File: src/core/seq_pkg.sv
// Shared constants, enumerations and carrier types of the program sequencer
package seq_pkg;
	// ==========================================================
	// Address and memory geometry
	localparam int          PC_W          = 11;
	localparam logic [10:0] RESET_VECTOR  = 11'h000;
	localparam logic [10:0] INT_VECTOR    = 11'h004;
	localparam logic [2:0]  LAST_PAGE     = 3'h7;
	localparam logic [10:0] PC_STEP       = 11'h001;

	// ==========================================================
	// Register offsets on the APB side
	localparam logic [7:0]  OFS_PC_LOW    = 8'h00;
	localparam logic [7:0]  OFS_TBL_PTR_L = 8'h04;
	localparam logic [7:0]  OFS_TBL_PTR_H = 8'h08;
	localparam logic [7:0]  OFS_TBL_HIGH  = 8'h0c;
	localparam logic [7:0]  OFS_STATUS    = 8'h10;

	// ==========================================================
	// Reset values and flag positions
	localparam logic [7:0]  TBL_PTR_RST   = 8'h00;
	localparam logic [3:0]  FLAGS_RST     = 4'h0;
	localparam int          FLAG_C        = 0;
	localparam int          FLAG_AC       = 1;
	localparam int          FLAG_Z        = 2;
	localparam int          FLAG_OV       = 3;

	// ==========================================================
	// Types
	typedef enum logic [1:0] {
		PH_T1 = 2'b00,
		PH_T2 = 2'b01,
		PH_T3 = 2'b11,
		PH_T4 = 2'b10
	} phase_t;

	typedef enum logic [3:0] {
		OP_NEXT   = 4'h0,
		OP_JUMP   = 4'h1,
		OP_CALL   = 4'h2,
		OP_RET    = 4'h3,
		OP_INTERRUPT_RETURN_OP   = 4'h4,
		OP_SKIP   = 4'h5,
		OP_TABRD  = 4'h6,
		OP_TABLE_READ_LAST_PAGE_OP = 4'h7
	} seq_op_t;

	typedef enum logic [3:0] {
		ALU_ADD = 4'h0, ALU_ADC = 4'h1, ALU_SUB = 4'h2, ALU_SBC = 4'h3,
		ALU_DAA = 4'h4, ALU_AND = 4'h5, ALU_OR  = 4'h6, ALU_XOR = 4'h7,
		ALU_CPL = 4'h8, ALU_RR  = 4'h9, ALU_RRC = 4'ha, ALU_RL  = 4'hb,
		ALU_RLC = 4'hc, ALU_INC = 4'hd, ALU_DEC = 4'he
	} alu_op_t;

	typedef struct packed {
		seq_op_t     op;
		logic        alu_en;
		alu_op_t     alu;
		logic [10:0] target;
		logic [7:0]  dest;
		logic [7:0]  opa;
		logic [7:0]  opm;
	} seq_cmd_t;

	typedef struct packed {
		logic       we;
		logic [7:0] dest;
		logic [7:0] data;
	} data_wr_t;
endpackage : seq_pkg

File: src/core/program_sequencer.sv
// Program counter, return stack, table read path and ALU step of the 8-bit core
//
// Contract
// RULE_01 - PC steps by one after each instruction unless control transfers elsewhere.
// RULE_02 - Software sees only the PC low byte; upper bits are hidden.
// RULE_03 - Jump, call, interrupt entry and reset load the target into the PC.
// RULE_04 - A taken skip turns the prefetched instruction into a dummy cycle.
// RULE_05 - Program memory is 2048 words of 16 bits addressed by the PC.
// RULE_06 - PC low byte is read/write; a write jumps within the current page.
// RULE_07 - Every PC low byte write inserts one dummy cycle.
// RULE_08 - Return stack holds PC values only; no software access to it or its level.
// RULE_09 - Call and interrupt acknowledge push the current PC.
// RULE_10 - Return and interrupt return pop the stack into the PC.
// RULE_11 - Reset empties the stack.
// RULE_12 - Interrupt with full stack stays flagged; acknowledged once a return frees a level.
// RULE_13 - A call with full stack still executes.
// RULE_14 - Overflow drops the oldest saved PC and keeps the newest.
// RULE_15 - ALU writes its result and updates carry, borrow and other flags.
// RULE_16 - ALU covers add, carry, decimal adjust, logic, rotates, inc, dec.
// RULE_17 - Reset loads the PC with address zero.
// RULE_18 - Table pointer low and high registers form the table word address.
// RULE_19 - Table read writes low byte to data memory, high byte to table high byte.
// RULE_20 - Instruction cycle has four phases; fetch starts in the first.
// RULE_21 - Jumps and calls take two instruction cycles.
// RULE_22 - Table reads take two instruction cycles.
// RULE_23 - Table high byte is read-only; only table reads update it.
// RULE_24 - Stack depth is a parameter; full and overflow derive from it.
`timescale 1ns/100ps
`default_nettype none

module program_sequencer #(
	parameter int STACK_DEPTH = 4
) (
	input  wire logic             pclk,
	input  wire logic             presetn,
	input  wire logic             psel,
	input  wire logic             penable,
	input  wire logic             pwrite,
	input  wire logic [7:0]       paddr,
	input  wire logic [31:0]      pwdata,
	output var  logic [31:0]      prdata,
	output var  logic             pready,
	output var  logic             pslverr,
	input  wire seq_pkg::seq_cmd_t cmd,
	input  wire logic             int_req,
	input  wire logic [15:0]      pmem_rdata,
	output var  logic [10:0]      pmem_addr,
	output var  logic [15:0]      instr,
	output var  logic             instr_valid,
	output var  seq_pkg::phase_t  cycle_phases,
	output var  seq_pkg::data_wr_t data_wr,
	output var  logic [3:0]       status_flags,
	output var  logic             int_ack,
	output var  logic             stack_overflow
);
	// ==========================================================
	// Declarations
	localparam int LVL_W = $clog2(STACK_DEPTH + 1);
	localparam logic [LVL_W-1:0] LVL_FULL = LVL_W'(STACK_DEPTH);
	localparam logic [LVL_W-1:0] LVL_ONE  = LVL_W'(1);

	logic [10:0]      pc_reg;
	logic [10:0]      pc_next;
	logic [10:0]      stack_reg [STACK_DEPTH];
	logic [LVL_W-1:0] level_reg;
	logic             pcl_pend_reg;
	logic [7:0]       pcl_data_reg;
	logic [7:0]       tblp_reg;
	logic [2:0]       tbhp_reg;
	logic [7:0]       table_high_byte_reg;
	logic [7:0]       tbl_dest_reg;
	logic             table_cycle_reg;
	logic             int_flag_reg;
	logic [10:0]      tbl_addr;
	logic             t4;
	logic             full;
	logic             push;
	logic             pop;
	logic             discard;
	logic             tbl_start;
	logic             int_take;
	logic             apb_done;
	seq_pkg::seq_op_t op_eff;
	logic [11:0]      alu_out;

	// Register decode, used only for the error answer; read data decodes the address on its own
	function automatic logic addr_ok(input logic [7:0] a);
		addr_ok = (a == seq_pkg::OFS_PC_LOW) || (a == seq_pkg::OFS_TBL_PTR_L) ||
			(a == seq_pkg::OFS_TBL_PTR_H) || (a == seq_pkg::OFS_TBL_HIGH) ||
			(a == seq_pkg::OFS_STATUS);
	endfunction : addr_ok

	// ALU: returns {ov, z, ac, c, result}; flags an op does not touch pass through
	function automatic logic [11:0] alu_f(input seq_pkg::alu_op_t op, input logic [7:0] a,
		input logic [7:0] m, input logic [3:0] fl);
		logic [8:0] s;
		logic [4:0] h;
		logic [7:0] r;
		logic       c;
		logic       ac;
		logic       ov;
		logic       z;
		logic       ci;
		s  = 9'h000;
		h  = 5'h00;
		c  = fl[seq_pkg::FLAG_C];
		ac = fl[seq_pkg::FLAG_AC];
		ov = fl[seq_pkg::FLAG_OV];
		ci = c;
		r  = 8'h00;
		case (op)
			seq_pkg::ALU_ADD, seq_pkg::ALU_ADC: begin
				s  = {1'b0, a} + {1'b0, m} + {8'h00, (op == seq_pkg::ALU_ADC) & ci};
				h  = {1'b0, a[3:0]} + {1'b0, m[3:0]} + {4'h0, (op == seq_pkg::ALU_ADC) & ci};
				r  = s[7:0];
				c  = s[8];
				ac = h[4];
				ov = (a[7] == m[7]) && (r[7] != a[7]);
			end
			seq_pkg::ALU_SUB, seq_pkg::ALU_SBC: begin
				// Carry set means no borrow
				s  = {1'b0, a} + {1'b0, ~m} + {8'h00, (op == seq_pkg::ALU_SUB) | ci};
				h  = {1'b0, a[3:0]} + {1'b0, ~m[3:0]} + {4'h0, (op == seq_pkg::ALU_SUB) | ci};
				r  = s[7:0];
				c  = s[8];
				ac = h[4];
				ov = (a[7] != m[7]) && (r[7] != a[7]);
			end
			seq_pkg::ALU_DAA: begin
				s = {1'b0, a};
				if ((a[3:0] > 4'h9) || ac) begin
					s = s + 9'h006;
				end
				if ((s[7:4] > 4'h9) || c || s[8]) begin
					s = s + 9'h060;
					c = 1'b1;
				end
				r = s[7:0];
			end
			seq_pkg::ALU_AND: r = a & m;
			seq_pkg::ALU_OR:  r = a | m;
			seq_pkg::ALU_XOR: r = a ^ m;
			seq_pkg::ALU_CPL: r = ~m;
			seq_pkg::ALU_RR:  r = {m[0], m[7:1]};
			seq_pkg::ALU_RRC: begin
				r = {ci, m[7:1]};
				c = m[0];
			end
			seq_pkg::ALU_RL:  r = {m[6:0], m[7]};
			seq_pkg::ALU_RLC: begin
				r = {m[6:0], ci};
				c = m[7];
			end
			seq_pkg::ALU_INC: r = m + 8'h01;
			seq_pkg::ALU_DEC: r = m - 8'h01;
			default:          r = a;
		endcase
		z = (r == 8'h00);
		alu_f = {ov, z, ac, c, r};
	endfunction : alu_f

	// ==========================================================
	// Control decisions, all taken at the close of the fourth phase
	assign t4       = (cycle_phases == seq_pkg::PH_T4);
	assign full     = (level_reg == LVL_FULL); // RULE_24
	assign op_eff   = instr_valid ? cmd.op : seq_pkg::OP_NEXT;
	assign apb_done = psel && penable && pready;
	assign alu_out  = alu_f(cmd.alu, cmd.opa, cmd.opm, status_flags);

	// Table word address from both pointer registers or the last page
	assign tbl_addr = (op_eff == seq_pkg::OP_TABLE_READ_LAST_PAGE_OP) ? {seq_pkg::LAST_PAGE, tblp_reg} // RULE_18
		: {tbhp_reg, tblp_reg};

	// Next PC; a pending low byte write outranks the decoder's control request
	always_comb begin
		pc_next   = pc_reg + seq_pkg::PC_STEP; // RULE_01
		push      = 1'b0;
		pop       = 1'b0;
		discard   = 1'b0;
		tbl_start = 1'b0;
		int_take  = 1'b0;
		if (table_cycle_reg) begin
			pc_next = pc_reg + seq_pkg::PC_STEP;
		end else if (pcl_pend_reg) begin
			pc_next = {pc_reg[10:8], pcl_data_reg}; // RULE_06
			discard = 1'b1; // RULE_07
		end else begin
			case (op_eff)
				seq_pkg::OP_JUMP: begin
					pc_next = cmd.target; // RULE_03
					discard = 1'b1; // RULE_21
				end
				seq_pkg::OP_CALL: begin
					pc_next = cmd.target;
					push    = 1'b1; // RULE_13
					discard = 1'b1;
				end
				seq_pkg::OP_RET, seq_pkg::OP_INTERRUPT_RETURN_OP: begin
					pc_next = stack_reg[0]; // RULE_10
					pop     = 1'b1;
					discard = 1'b1;
				end
				seq_pkg::OP_SKIP: discard = 1'b1; // RULE_04
				seq_pkg::OP_TABRD, seq_pkg::OP_TABLE_READ_LAST_PAGE_OP: begin
					pc_next   = pc_reg;
					tbl_start = 1'b1; // RULE_22
				end
				default: begin
					// Full stack withholds the acknowledge; the flag keeps waiting
					if (int_flag_reg && !full) begin // RULE_12
						int_take = 1'b1;
						push     = 1'b1;
						pc_next  = seq_pkg::INT_VECTOR;
						discard  = 1'b1;
					end
				end
			endcase
		end
	end

	// ==========================================================
	// Phase generator
	always_ff @(posedge pclk or negedge presetn) begin
		if (!presetn) begin
			cycle_phases <= seq_pkg::PH_T1;
		end else begin
			case (cycle_phases) // RULE_20
				seq_pkg::PH_T1: cycle_phases <= seq_pkg::PH_T2;
				seq_pkg::PH_T2: cycle_phases <= seq_pkg::PH_T3;
				seq_pkg::PH_T3: cycle_phases <= seq_pkg::PH_T4;
				default:        cycle_phases <= seq_pkg::PH_T1;
			endcase
		end
	end

	// PC and fetch address; the address is presented from the first phase on
	always_ff @(posedge pclk or negedge presetn) begin
		if (!presetn) begin
			pc_reg    <= seq_pkg::RESET_VECTOR; // RULE_17
			pmem_addr <= seq_pkg::RESET_VECTOR;
		end else if (t4) begin
			pc_reg    <= pc_next;
			pmem_addr <= tbl_start ? tbl_addr : pc_next; // RULE_05
		end
	end

	// Instruction register; during a table cycle the prefetched word is held
	always_ff @(posedge pclk or negedge presetn) begin
		if (!presetn) begin
			instr           <= 16'h0000;
			instr_valid     <= 1'b0;
			table_cycle_reg <= 1'b0;
			tbl_dest_reg    <= 8'h00;
		end else if (t4) begin
			table_cycle_reg <= tbl_start;
			if (table_cycle_reg) begin
				instr_valid <= 1'b1;
			end else begin
				instr       <= pmem_rdata;
				instr_valid <= !discard && !tbl_start;
			end
			if (tbl_start) begin
				tbl_dest_reg <= cmd.dest;
			end
		end
	end

	// Return stack: entry 0 is newest, so a push when full shifts the oldest out
	always_ff @(posedge pclk or negedge presetn) begin
		if (!presetn) begin
			for (int i = 0; i < STACK_DEPTH; i++) begin
				stack_reg[i] <= seq_pkg::RESET_VECTOR;
			end
			level_reg      <= '0; // RULE_11
			stack_overflow <= 1'b0;
		end else begin
			stack_overflow <= 1'b0;
			if (t4 && push) begin
				for (int i = STACK_DEPTH - 1; i > 0; i--) begin
					stack_reg[i] <= stack_reg[i-1]; // RULE_14
				end
				stack_reg[0] <= pc_reg; // RULE_09
				if (full) begin
					stack_overflow <= 1'b1;
				end else begin
					level_reg <= level_reg + LVL_ONE;
				end
			end else if (t4 && pop) begin
				for (int i = 0; i < STACK_DEPTH - 1; i++) begin
					stack_reg[i] <= stack_reg[i+1];
				end
				if (level_reg != '0) begin
					level_reg <= level_reg - LVL_ONE;
				end
			end
		end
	end

	// Interrupt flag: a new request wins over the acknowledge that clears it
	always_ff @(posedge pclk or negedge presetn) begin
		if (!presetn) begin
			int_flag_reg <= 1'b0;
			int_ack      <= 1'b0;
		end else begin
			int_flag_reg <= int_req || (int_flag_reg && !(t4 && int_take)); // RULE_12
			int_ack      <= t4 && int_take;
		end
	end

	// Data memory write-back from the ALU or the table read
	always_ff @(posedge pclk or negedge presetn) begin
		if (!presetn) begin
			data_wr             <= '0;
			status_flags        <= seq_pkg::FLAGS_RST;
			table_high_byte_reg <= 8'h00;
		end else begin
			data_wr.we <= 1'b0;
			if (t4 && table_cycle_reg) begin
				data_wr             <= '{we: 1'b1, dest: tbl_dest_reg, data: pmem_rdata[7:0]}; // RULE_19
				table_high_byte_reg <= pmem_rdata[15:8]; // RULE_23
			end else if (t4 && instr_valid && cmd.alu_en) begin
				data_wr      <= '{we: 1'b1, dest: cmd.dest, data: alu_out[7:0]}; // RULE_16
				status_flags <= alu_out[11:8]; // RULE_15
			end
		end
	end

	// ==========================================================
	// APB slave: pready rises one cycle into the access phase
	always_ff @(posedge pclk or negedge presetn) begin
		if (!presetn) begin
			pready  <= 1'b0;
			prdata  <= 32'h0000_0000;
			pslverr <= 1'b0;
		end else begin
			pready  <= psel && penable && !pready;
			pslverr <= psel && penable && !pready && !addr_ok(paddr);
			prdata  <= 32'h0000_0000;
			if (psel && penable && !pready && !pwrite) begin
				// Stack contents and level have no address at all
				case (paddr) // RULE_08
					seq_pkg::OFS_PC_LOW:    prdata <= {24'h000000, pc_reg[7:0]}; // RULE_02
					seq_pkg::OFS_TBL_PTR_L: prdata <= {24'h000000, tblp_reg};
					seq_pkg::OFS_TBL_PTR_H: prdata <= {29'h00000000, tbhp_reg};
					seq_pkg::OFS_TBL_HIGH:  prdata <= {24'h000000, table_high_byte_reg};
					seq_pkg::OFS_STATUS:    prdata <= {27'h0000000, int_flag_reg, status_flags};
					default:                prdata <= 32'h0000_0000;
				endcase
			end
		end
	end

	// Register writes; the low byte write waits for the next cycle boundary that does not close a table cycle
	always_ff @(posedge pclk or negedge presetn) begin
		if (!presetn) begin
			tblp_reg     <= seq_pkg::TBL_PTR_RST;
			tbhp_reg     <= 3'h0;
			pcl_data_reg <= 8'h00;
			pcl_pend_reg <= 1'b0;
		end else begin
			if (t4 && !table_cycle_reg) begin
				pcl_pend_reg <= 1'b0;
			end
			if (apb_done && pwrite) begin
				case (paddr)
					seq_pkg::OFS_PC_LOW: begin
						pcl_data_reg <= pwdata[7:0];
						pcl_pend_reg <= 1'b1; // RULE_06
					end
					seq_pkg::OFS_TBL_PTR_L: tblp_reg <= pwdata[7:0]; // RULE_18
					seq_pkg::OFS_TBL_PTR_H: tbhp_reg <= pwdata[2:0];
					default: ;
				endcase
			end
		end
	end

	// ==========================================================
	// Checks
	AST_PHASE_WRAP: assert property (@(posedge pclk) disable iff (!presetn) // RULE_20
		t4 |=> cycle_phases == seq_pkg::PH_T1 ##1 cycle_phases == seq_pkg::PH_T2)
		else $error("phase sequence broken");
	AST_PC_STEP: assert property (@(posedge pclk) disable iff (!presetn) // RULE_01
		t4 && !table_cycle_reg && !pcl_pend_reg && op_eff == seq_pkg::OP_NEXT && !int_take
		|=> pc_reg == $past(pc_reg) + seq_pkg::PC_STEP)
		else $error("pc did not advance by one");
	AST_JUMP: assert property (@(posedge pclk) disable iff (!presetn) // RULE_03
		t4 && !table_cycle_reg && !pcl_pend_reg && op_eff == seq_pkg::OP_JUMP
		|=> (pc_reg == $past(cmd.target) && !instr_valid) ##1 !instr_valid [*3])
		else $error("jump target or dummy cycle wrong");
	AST_SKIP: assert property (@(posedge pclk) disable iff (!presetn) // RULE_04
		t4 && !table_cycle_reg && !pcl_pend_reg && op_eff == seq_pkg::OP_SKIP |=> !instr_valid)
		else $error("skipped instruction not discarded");
	AST_PCL_PAGE: assert property (@(posedge pclk) disable iff (!presetn) // RULE_06
		t4 && pcl_pend_reg && !table_cycle_reg |=> pc_reg == {$past(pc_reg[10:8]), $past(pcl_data_reg)}
		&& !instr_valid)
		else $error("low byte jump left page or missed dummy cycle");
	AST_PUSH: assert property (@(posedge pclk) disable iff (!presetn) // RULE_09
		t4 && push |=> stack_reg[0] == $past(pc_reg))
		else $error("push lost the pc");
	AST_POP: assert property (@(posedge pclk) disable iff (!presetn) // RULE_10
		t4 && pop |=> pc_reg == $past(stack_reg[0]) && level_reg <= $past(level_reg))
		else $error("return did not restore the pc");
	AST_INT_HELD: assert property (@(posedge pclk) disable iff (!presetn) // RULE_12
		t4 && int_flag_reg && full && !pop |=> !int_ack && int_flag_reg)
		else $error("interrupt taken with full stack");
	AST_OVERFLOW: assert property (@(posedge pclk) disable iff (!presetn) // RULE_14
		t4 && push && full |=> stack_overflow && level_reg == LVL_FULL
		&& stack_reg[STACK_DEPTH-1] == $past(stack_reg[STACK_DEPTH-2]))
		else $error("overflow kept wrong entries");
	AST_TBL_DATA: assert property (@(posedge pclk) disable iff (!presetn) // RULE_19
		t4 && table_cycle_reg |=> table_high_byte_reg == $past(pmem_rdata[15:8])
		&& data_wr.we && data_wr.data == $past(pmem_rdata[7:0]))
		else $error("table word split wrong");
	AST_TBL_TWO: assert property (@(posedge pclk) disable iff (!presetn) // RULE_22
		t4 && tbl_start |=> table_cycle_reg [*4] ##1 !table_cycle_reg)
		else $error("table read not two cycles");
endmodule : program_sequencer

`default_nettype wire

File: config.mk
export PLATFORM = sky130hd
export DESIGN_NAME = program_sequencer
export DESIGN_NICKNAME = d
export VERILOG_FILES = /design/src/core/seq_pkg.sv /design/src/core/program_sequencer.sv
export SDC_FILE = /design/constraint.sdc
export NUM_CORES = 1
export LEC_CHECK = 0
export BUFFER_PORTS_ARGS = -buffer_cell sky130_fd_sc_hd__buf_4
export CAP_MARGIN = 20
export CORE_MARGIN = 3
export CORE_UTILIZATION = 43
export CTS_CLUSTER_SIZE = 24
export DETAILED_ROUTE_END_ITERATION = 8
export GPL_TIMING_DRIVEN = 0
export SLEW_MARGIN = 20
export SYNTH_ARGS = -nofsm -noshare
export SYNTH_HDL_FRONTEND = slang
export SYNTH_SLANG_ARGS = --single-unit
File: constraint.sdc
create_clock -name pclk -period 5.6 [get_ports pclk]
set_input_delay 0.28 -clock pclk [delete_from_list [all_inputs] [get_ports pclk]]
set_output_delay 0.28 -clock pclk [all_outputs]
set_load 0.02 [all_outputs]
# After elaboration in Yosys (flattened, before gate mapping)
# Index checks and enable logic that the tools add are counted.
# classes
reduce_logical	61
add_sub_neg	15
n_lt_le_gt_ge	2
mux	48
n_bitwise	9
n_eq_ne	35
# op_table
cell	count
8-bit case mux with 13 select lines	1
33-bit 2-to-1 mux	2
11-bit 2-to-1 mux	5
11-bit case mux with 4 select lines	1
8-bit case mux with 5 select lines	1
17-bit 2-to-1 mux	2
4-bit by 3-bit equality test with 1-bit output, second input constant	8
4-bit equality test, second input constant	7
1-bit 2-to-1 mux	21
8-bit by 8-bit adder with 9-bit output	2
9-bit by 1-bit adder with 9-bit output	2
1-bit logical AND	18
9-bit 2-to-1 mux	2
4-bit by 2-bit equality test with 1-bit output, second input constant	4
8-bit by 4-bit equality test with 1-bit output, second input constant	2
8-bit logical NOT	2
8-bit 2-to-1 mux	2
3-bit 2-to-1 mux	4
2-bit AND reduction	6
11-bit by 1-bit adder with 11-bit output, second input constant	1
4-bit by 4-bit adder with 5-bit output	2
5-bit by 1-bit adder with 5-bit output	2
2-bit OR reduction	5
8-bit by 3-bit adder with 9-bit output, second input constant	1
other kinds (39)	67
# word_totals
register_bits	183
elab_cells	199
in_bits	106

# Logic depth before layout (Yosys ltp)
# Gate-level depths: netlist of the first run.
# logic_depth
word_depth	11
ltp_mapped	14
ltp_nobuf	13

# Worst setup path before layout of the first run
# Ideal clock, no wire load.
# synth_path
path_kind	input to register
startpoint	input cmd[35] (netlist name)
endpoint	register status_flags[2]
stages	14
setup_slack_ns	2.103
path_buffers	2
setup_ns	0.104
t_arrival_ns	3.393
required_ns	5.496
cell_sequence	clkbuf_1 > buf_2 > nor2_1 > a21o_1 > fa_1 > fa_1 > nor3b_1 > nor3_1 > o41ai_1 > a31oi_1 > xnor2_1 > o221ai_1 > o32a_1 > o41ai_2
# synth_via
elab_chain_cells	5
# synth_lines
element	line	source
from (decl)	program_sequencer.sv:44	input wire seq_pkg::seq_cmd_t cmd,
4-bit by 2-bit equality test with 1-bit output / 4-bit by 1-bit equality test with 1-bit output (equally long branches)	--	
1-bit bitwise OR / 1-bit bitwise AND (equally long branches)	program_sequencer.sv:122, program_sequencer.sv:113	
9-bit by 1-bit adder with 9-bit output, on equally long branches	program_sequencer.sv:122, program_sequencer.sv:113	
8-bit case mux with 13 select lines (*)	program_sequencer.sv:111	case (op)
8-bit logical NOT (*)	program_sequencer.sv:158	z = (r == 8'h00);
to (signal assigned)	program_sequencer.sv:314	status_flags <= seq_pkg::FLAGS_RST;
to (signal assigned)	program_sequencer.sv:323	status_flags <= alu_out[11:8];
to (decl)	program_sequencer.sv:52	output var logic [3:0] status_flags,
# Mark *: on every way between the ends. The rest lies on a longest branch, timed or not.
# A chain may end at the register's enable or synchronous reset.

# Final worst setup path of the first run
# Ends and elaborated chain as after synthesis.

==> key figures, run 1 <==
Outcome
  • Status: complete, no violations

Setup path
  • Worst EP arrival: 4.68 ns
  • Setup CP Type: input pin to register
  • CP Launch Type: input pin
  • Crit. End Element: register
  • FF-to-FF End: status_flags[2]$_DFFE_PN0P_
  • Reg2Reg Depth: 11
  • Critical path required time: about 5.9 ns
  • Worst Path Max Fanout: 10
  • R2R setup slack: 1.54 ns
  • Worst r2r src: status_flags[0]$_DFFE_PN0P_
  • CP startpoint: cmd[35]

Power and ir drop
  • Combinational share of power: 27.9%
  • NetSw: 0.00131 W
  • Total power: roughly 0.0037 W
  • VDD IR-drop max: 228 uV
  • Leakage power total: around 5.6 nW
  • Sw Ratio: about a third
  • Clk pwr share: a little under a third
  • Pwr dens: 316 mW/mm2
  • Seq pwr share: a little over two fifths
  • Internal: 0.00244 W

Route
  • Final WL: 30300 um
  • Drt first-iter violations: 755
  • Routed wire per std cell: 19.8 um
  • Post-route ant nets: 0
  • # DRC: 0
  • DRT Pass-1 Iters: 8
  • Vias per cell: roughly 5.7
  • Vias: 8660

Placement
  • Final RePlAce weighted congestion: roughly 0.94
  • DP Wirelength: 22900 um
  • PortBufs: around 140

Final layout
  • Layout area overhead: 21.9%
  • Final #Nets: approximately 1400
  • Ant diodes: 0
  • Fillers: 2088
  • Max reg flops: 44
  • Layout cells sized above 1: 22.7%

Clock network
  • Post-CTS Resized: 0
  • H-tree Lvls: 4
  • Worst skew pair latency: 0.43 ns
  • Clock root cell: clkbuf_16
  • Setup Buffers After CTS: 0
  • Hold_buf cts: 1
  • Clock sinks: 159
  • CTS tree: built
  • Worst-path clk slew: 0.07 ns
  • CTS buffer count: 17
  • Longest Clk Path Bufs: 2

Logic synthesis
  • #FFs+latches synth: around 160
  • Cell variety after synth: 73
  • Seq/Total Area, Yosys: 40.9%
  • Mapped Area: 0.00973 mm2
  • Synth Instances: 1049
  • Syn_area_per_cell: just over 9 um2
  • Prevailing post-synth register cell: dfrtp_1
  • Async S/R FF share, synth: 100%
  • Yosys warnings: 0
  • Post-synth EDFFs: 0

Timing
  • Clk_skew: between 0.01 and 0.015 ns
  • RSZ-0062 raised after global routing: false
  • TNS Setup: 0 ns
  • Fin. Hold Viols: 0
  • Setup violations, final: 0
  • Slew Viols, Final: 0
  • Max Clock Freq: 230 MHz
  • Final worst-path cycle share: 77.7%
  • Rel. slew slack: 24.5%
  • Min cycle time layout: 4.35 ns
  • Slew at the pin closest to its max-slew limit: 1.12 ns

Global route
  • GRT Overall Usage: 25.0%
  • Global route total overflow: 0
  • Vias in the first global route: about 8600
  • Largest net degree at the start of global routing: 90
  • First-pass GRT wire length: a little under 50000 um
  • Initial antenna violation count: 0

Worst hold path
  • HP Class: input pin to register
  • Hold Crit Depth: 3
  • Hold Startpoint: pmem_rdata[8]
  • Hold path endpoint: table_high_byte_reg[0]$_DFFE_PN0P_

Floorplanning
  • Starting Density: 44.2%
  • Placement Rows: 54
  • Placeable Area: 0.0220 mm2
  • Die Ht: 156 um
  • DIE WIDTH: 156 um
  • I/O pin count: 193
  • DIE AREA: between 0.02 and 0.025 mm2

Run
  • Max cap viols: 0
-- metrics by stage --
step / worst slack (ns) / cell area [um2] / utilization (%) / hold WS, ns / instances
floorplan: 2.10 / 9820 / - / -0.0156 / 1072
global placement: 1.01 / 11200 / 51.0 / 0.453 / 1495
detailed placement: 1.02 / 11300 / 51.2 / 0.344 / 1496
CTS: 1.42 / 11900 / 53.9 / 0.0309 / 1529
global route: 1.07 / 11900 / 53.9 / 0.0409 / 1529
finish: 1.25 / 11900 / 53.9 / 0.0425 / 1529
-- area by class of cell --
cell class                 instances  area (um2)  share of cell area (%)
inverter                          60         225                    1.90
buffer                            85         419                    3.53
multi-input combinational        768        5190                    43.8
clock inverter                    13         121                    1.02
timing repair buffer             145        1120                    9.43
clock buffer                      19         453                    3.82
sequential                       159        3980                    33.5
tap                              280         350                    2.95
-- power by group through the flow --
stage	combinational [W]	sequential [W]	clock, W
global placement	0.00102	0.00158	0
CTS	0.00104	0.00156	0.00116
floorplan	0.000541	0.00163	0
detailed placement	0.00104	0.00158	0
finish	0.00104	0.00157	0.00113
global route	0.00115	0.00159	0.00121
-- routing by layer --
metal	vias up	wire [um]	GRT usage (%)
li1	4113	-	-
met1	4165	13500	34.8
met2	328	14200	40.3
met3	54	2090	4.67
met4	0	521	6.67
met5	-	0	0
-- logic make-up (layout without fill, tap and decap cells) --
family | count (synthesis) | after routing | synth area share (%)
mux | 94 | 94 | 10.5
flops | 159 | 159 | 40.9
buf+inv | 145 | 322 | 6.62
compound gates | 266 | 266 | 19.2
other cells | 1 | 24 | 0.0385
simple gates | 314 | 314 | 14.6
fa+ha+maj | 39 | 39 | 5.45
xor+xnor | 31 | 31 | 2.79
-- layout by cell type, fill, tap and decap left out, types with 33 or more instances in the layout --
cell type | netlist | layout
nand2_1 | 141 | 141
buf_4 | 24 | 166
nor2_1 | 68 | 68
mux2i_1 | 33 | 33
clkbuf_1 | 48 | 48
dfrtp_1 | 159 | 159
mux2_2 | 61 | 61
a21oi_1 | 37 | 37
inv_1 | 60 | 60
o21ai_0 | 77 | 77
-- cells in the mapped netlist (all sizes together), types with 12 or more instances --
cell	number	area, um2
dfrtp	159	3980
nand2	141	529
o21ai	78	390
nor2	68	255
mux2	61	687
inv	60	225
clkbuf	48	180
a21oi	37	185
buf	37	239
mux2i	33	330
ha	32	400
a222oi	27	270
nor3	25	125
nand3	21	110
xnor2	19	166
a31oi	16	100
a22oi	15	113
o2111ai	15	131
nor2b	12	75.1
xor2	12	105
-- critical path, stage by stage --
cell and delay [ns]:
buf_4 0.10, clkbuf_1 0.39, buf_2 0.37, nor2_1 0.13, a21o_1 0.21, fa_1 0.42
fa_1 0.47, nor3b_1 0.17, nor3_1 0.58, o41ai_1 0.12, a31oi_1 0.19, xnor2_1 0.18
o221ai_1 0.27, o32a_1 0.45, o41ai_2 0.32
-- worst max-delay path by stage --
stage	end	slack, ns	cells after the start
floorplan	status_flags[2]$_DFFE_PN0P_	2.10	14
global placement	status_flags[2]$_DFFE_PN0P_	1.01	15
detailed placement	status_flags[2]$_DFFE_PN0P_	1.02	15
CTS	status_flags[2]$_DFFE_PN0P_	1.42	15
global route	status_flags[2]$_DFFE_PN0P_	1.07	15
finish	status_flags[2]$_DFFE_PN0P_	1.25	15
No activity file was read; power rests on OpenSTA's default activity.
==> run 2, diff against run 1 <==
==> constraint.sdc (replaced) <==
create_clock -name pclk -period 4.5 [get_ports pclk]
set_input_delay 0.225 -clock pclk [delete_from_list [all_inputs] [get_ports pclk]]
set_output_delay 0.225 -clock pclk [all_outputs]
set_load 0.02 [all_outputs]
==> key figures, run 2 (same netlist as run 1, synthesis figures left out) <==
Floorplanning
  • DIE AREA: 0.0245 mm2 (unchanged)
  • DIE WIDTH: 156 um (unchanged)
  • Placement Rows: 54 (unchanged)
  • Placeable Area: 0.0220 mm2 (unchanged)
  • I/O pin count: 193 (unchanged)
  • Starting Density: 44.2% (unchanged)
  • Die Ht: 156 um (unchanged)

Timing
  • Slew Viols, Final: 0 (unchanged)
  • Rel. slew slack: 27.3% (+2.8 points)
  • Slew at the pin closest to its max-slew limit: 1.08 ns (-0.0418 ns)
  • Min cycle time layout: 4.25 ns
  • Final worst-path cycle share: 94.5%
  • TNS Setup: 0 ns (unchanged)
  • Clk_skew: 0.0121 ns (+0.00112 ns)
  • Max Clock Freq: 235 MHz
  • RSZ-0062 raised after global routing: false
  • Fin. Hold Viols: 0 (unchanged)
  • Setup violations, final: 0 (unchanged)

Final layout
  • FF+latch area: 0.00398 mm2 (unchanged)
  • Leading cell types in the layout, fill and taps excluded: buf_4, dfrtp_1, nand2_1, o21ai_0, nor2_1
  • Max reg flops: 44 (unchanged)
  • Fillers: 2075 (-0.62%)
  • Final #Nets: 1390 (+0.72%)
  • Fin area: 0.0120 mm2 (+0.84%)
  • Commonest non-fill, non-tap cell in the layout: buf_4
  • Layout cells sized above 1: 22.6% (-0.18 points)
  • Ant diodes: 0 (unchanged)
  • Area of the multi-input gates: 0.00519 mm2 (unchanged)
  • Layout area overhead: 22.9%

Power and ir drop
  • NetSw: 0.00163 W (+25%)
  • Internal: 0.00304 W (+25%)
  • Clk pwr share: 30.2% (about the same)
  • Combinational share of power: 28.0% (about the same)
  • Leakage power total: 5.60 nW (+0.75%)
  • VDD IR-drop max: 281 uV (+24%)
  • Seq pwr share: 41.8% (about the same)
  • Sw Ratio: 34.9% (about the same)
  • Pwr dens: 390 mW/mm2 (+24%)

Clock network
  • H-tree Lvls: 4 (unchanged)
  • Clock sinks: 159 (unchanged)
  • Longest Clk Path Bufs: 2 (unchanged)
  • CTS buffer count: 17 (unchanged)
  • Post-CTS Resized: 0 (unchanged)
  • CTS tree: built
  • Clock root cell: clkbuf_16
  • Worst skew pair latency: 0.43 ns (about the same)
  • Worst-path clk slew: 0.07 ns (about the same)

Setup path
  • Worst Path Max Fanout: 10 (unchanged)
  • Setup CP Type: input pin to register
  • Critical Path, Cell by Cell: buf_4, clkbuf_1, buf_2, nor2_1, a21o_1, fa_1, fa_1, nor3b_1, nor3_1, o41ai_1, a31oi_1, xnor2_1, o221ai_1, o32a_1, o41ai_2
  • R2R setup slack: 0.46 ns (-1.08 ns)
  • Crit. End Element: register
  • CP Launch Type: input pin
  • Crit path largest cell delay: 0.59 ns (about the same)
  • Worst EP arrival: 4.58 ns (-0.10 ns)
  • Critical path required time: 4.83 ns (-1.10 ns)
  • Slowest CP cell: nor3_1
  • Most Frequent Cell on Critical Path: fa_1

Global route
  • Global route total overflow: 0 (unchanged)
  • Vias in the first global route: 8644 (+0.71%)
  • First-pass GRT wire length: 48400 um (+0.52%)
  • GRT Overall Usage: 25.1% (+0.11 points)
  • Initial antenna violation count: 0 (unchanged)
  • Largest net degree at the start of global routing: 90 (unchanged)

Route
  • Drt first-iter violations: 783 (+3.7%)
  • Post-route ant nets: 0 (unchanged)
  • DRT Pass-1 Iters: 6 (-2)
  • Vias: 8741 (+0.94%)
  • # DRC: 0 (unchanged)
  • Vias per cell: 5.68 (+0.28%)
  • Routed wire per std cell: 19.7 um (-0.42%)
  • Final WL: 30400 um (+0.23%)

Placement
  • Final RePlAce weighted congestion: 0.939 (unchanged)
  • DP Wirelength: 22900 um (unchanged)
  • PortBufs: 143 (unchanged)
  • Post-DP Area: 0.0113 mm2 (unchanged)

Run
  • Max cap viols: 0 (unchanged)

Worst hold path
  • HP Class: input pin to register

Outcome
  • Status: complete, no violations
run 2: final timing paths:
kind | from | to | cells past startpoint
max | cmd[35] | status_flags[2]$_DFFE_PN0P_ | 15
min | cmd[17] | data_wr[9]$_DFFE_PN0P_ | 3
max reg2reg | status_flags[0]$_DFFE_PN0P_ | status_flags[2]$_DFFE_PN0P_ | 11
min reg2reg | cycle_phases[1]$_DFF_PN0_ | cycle_phases[0]$_DFF_PN0_ | 1
max in group asynchronous | presetn | stack_reg[30]$_DFFE_PN0P_ | 3
min in group asynchronous | presetn | tbl_dest_reg[4]$_DFFE_PN0P_ | 2
run 2: power groups by stage:
stage / Combinational [W] / Clock (W) / Sequential [W]
after floorplan: 0.000673 / 0 / 0.00203
after detailed placement: 0.00129 / 0 / 0.00197
after CTS: 0.00131 / 0.00144 / 0.00194
after global routing: 0.00143 / 0.00150 / 0.00198
after global placement: 0.00127 / 0 / 0.00196
final: 0.00131 / 0.00141 / 0.00195
run 2: layer usage:
layer / wire (um) / GRT usage (%) / vias to the layer above
met5: 0 / 0 / -
met4: 549 / 6.67 / 0
met3: 2100 / 4.65 / 55
met2: 14300 / 40.7 / 339
met1: 13400 / 34.8 / 4206
li1: - / - / 4141
run 2: area by class of cell:
class | instances | share of cell area (%)
clock inverter | 13 | 1.01
sequential | 159 | 33.3
timing repair buffer | 155 | 10.2
tap | 280 | 2.93
clock buffer | 19 | 3.79
inverter | 60 | 1.88
multi-input combinational | 768 | 43.4
buffer | 85 | 3.50
run 2: worst max-delay path: cells and delay by family:
kind | cells | cell delay (ns)
AND/OR/NAND/NOR | 3 | 0.90
XOR/XNOR | 1 | 0.18
AO/OA/AOI/OAI | 6 | 1.55
adder cells (fa/ha/maj) | 2 | 0.89
buffers and inverters | 3 | 0.84
run 2: stage by stage:
step	total power [W]	hold WS [ns]	std cells	setup slack [ns]	utilization [%]
floorplan	0.00270	-0.0706	1072	1.06	-
global placement	0.00324	0.419	1495	-0.0307	51.0
detailed placement	0.00326	0.289	1496	-0.0258	51.2
CTS	0.00469	0.000877	1539	0.380	54.3
global route	0.00492	0.0159	1539	0.0255	54.3
finish	0.00467	0.0147	1539	0.247	54.3
run 2: what timing repair did:
| item | CTS | global route |
|---|---|---|
| hold buffers | 11 | 0 |
| buffers inserted | 0 | 0 |
| hold endpoints to repair | 98 | 0 |
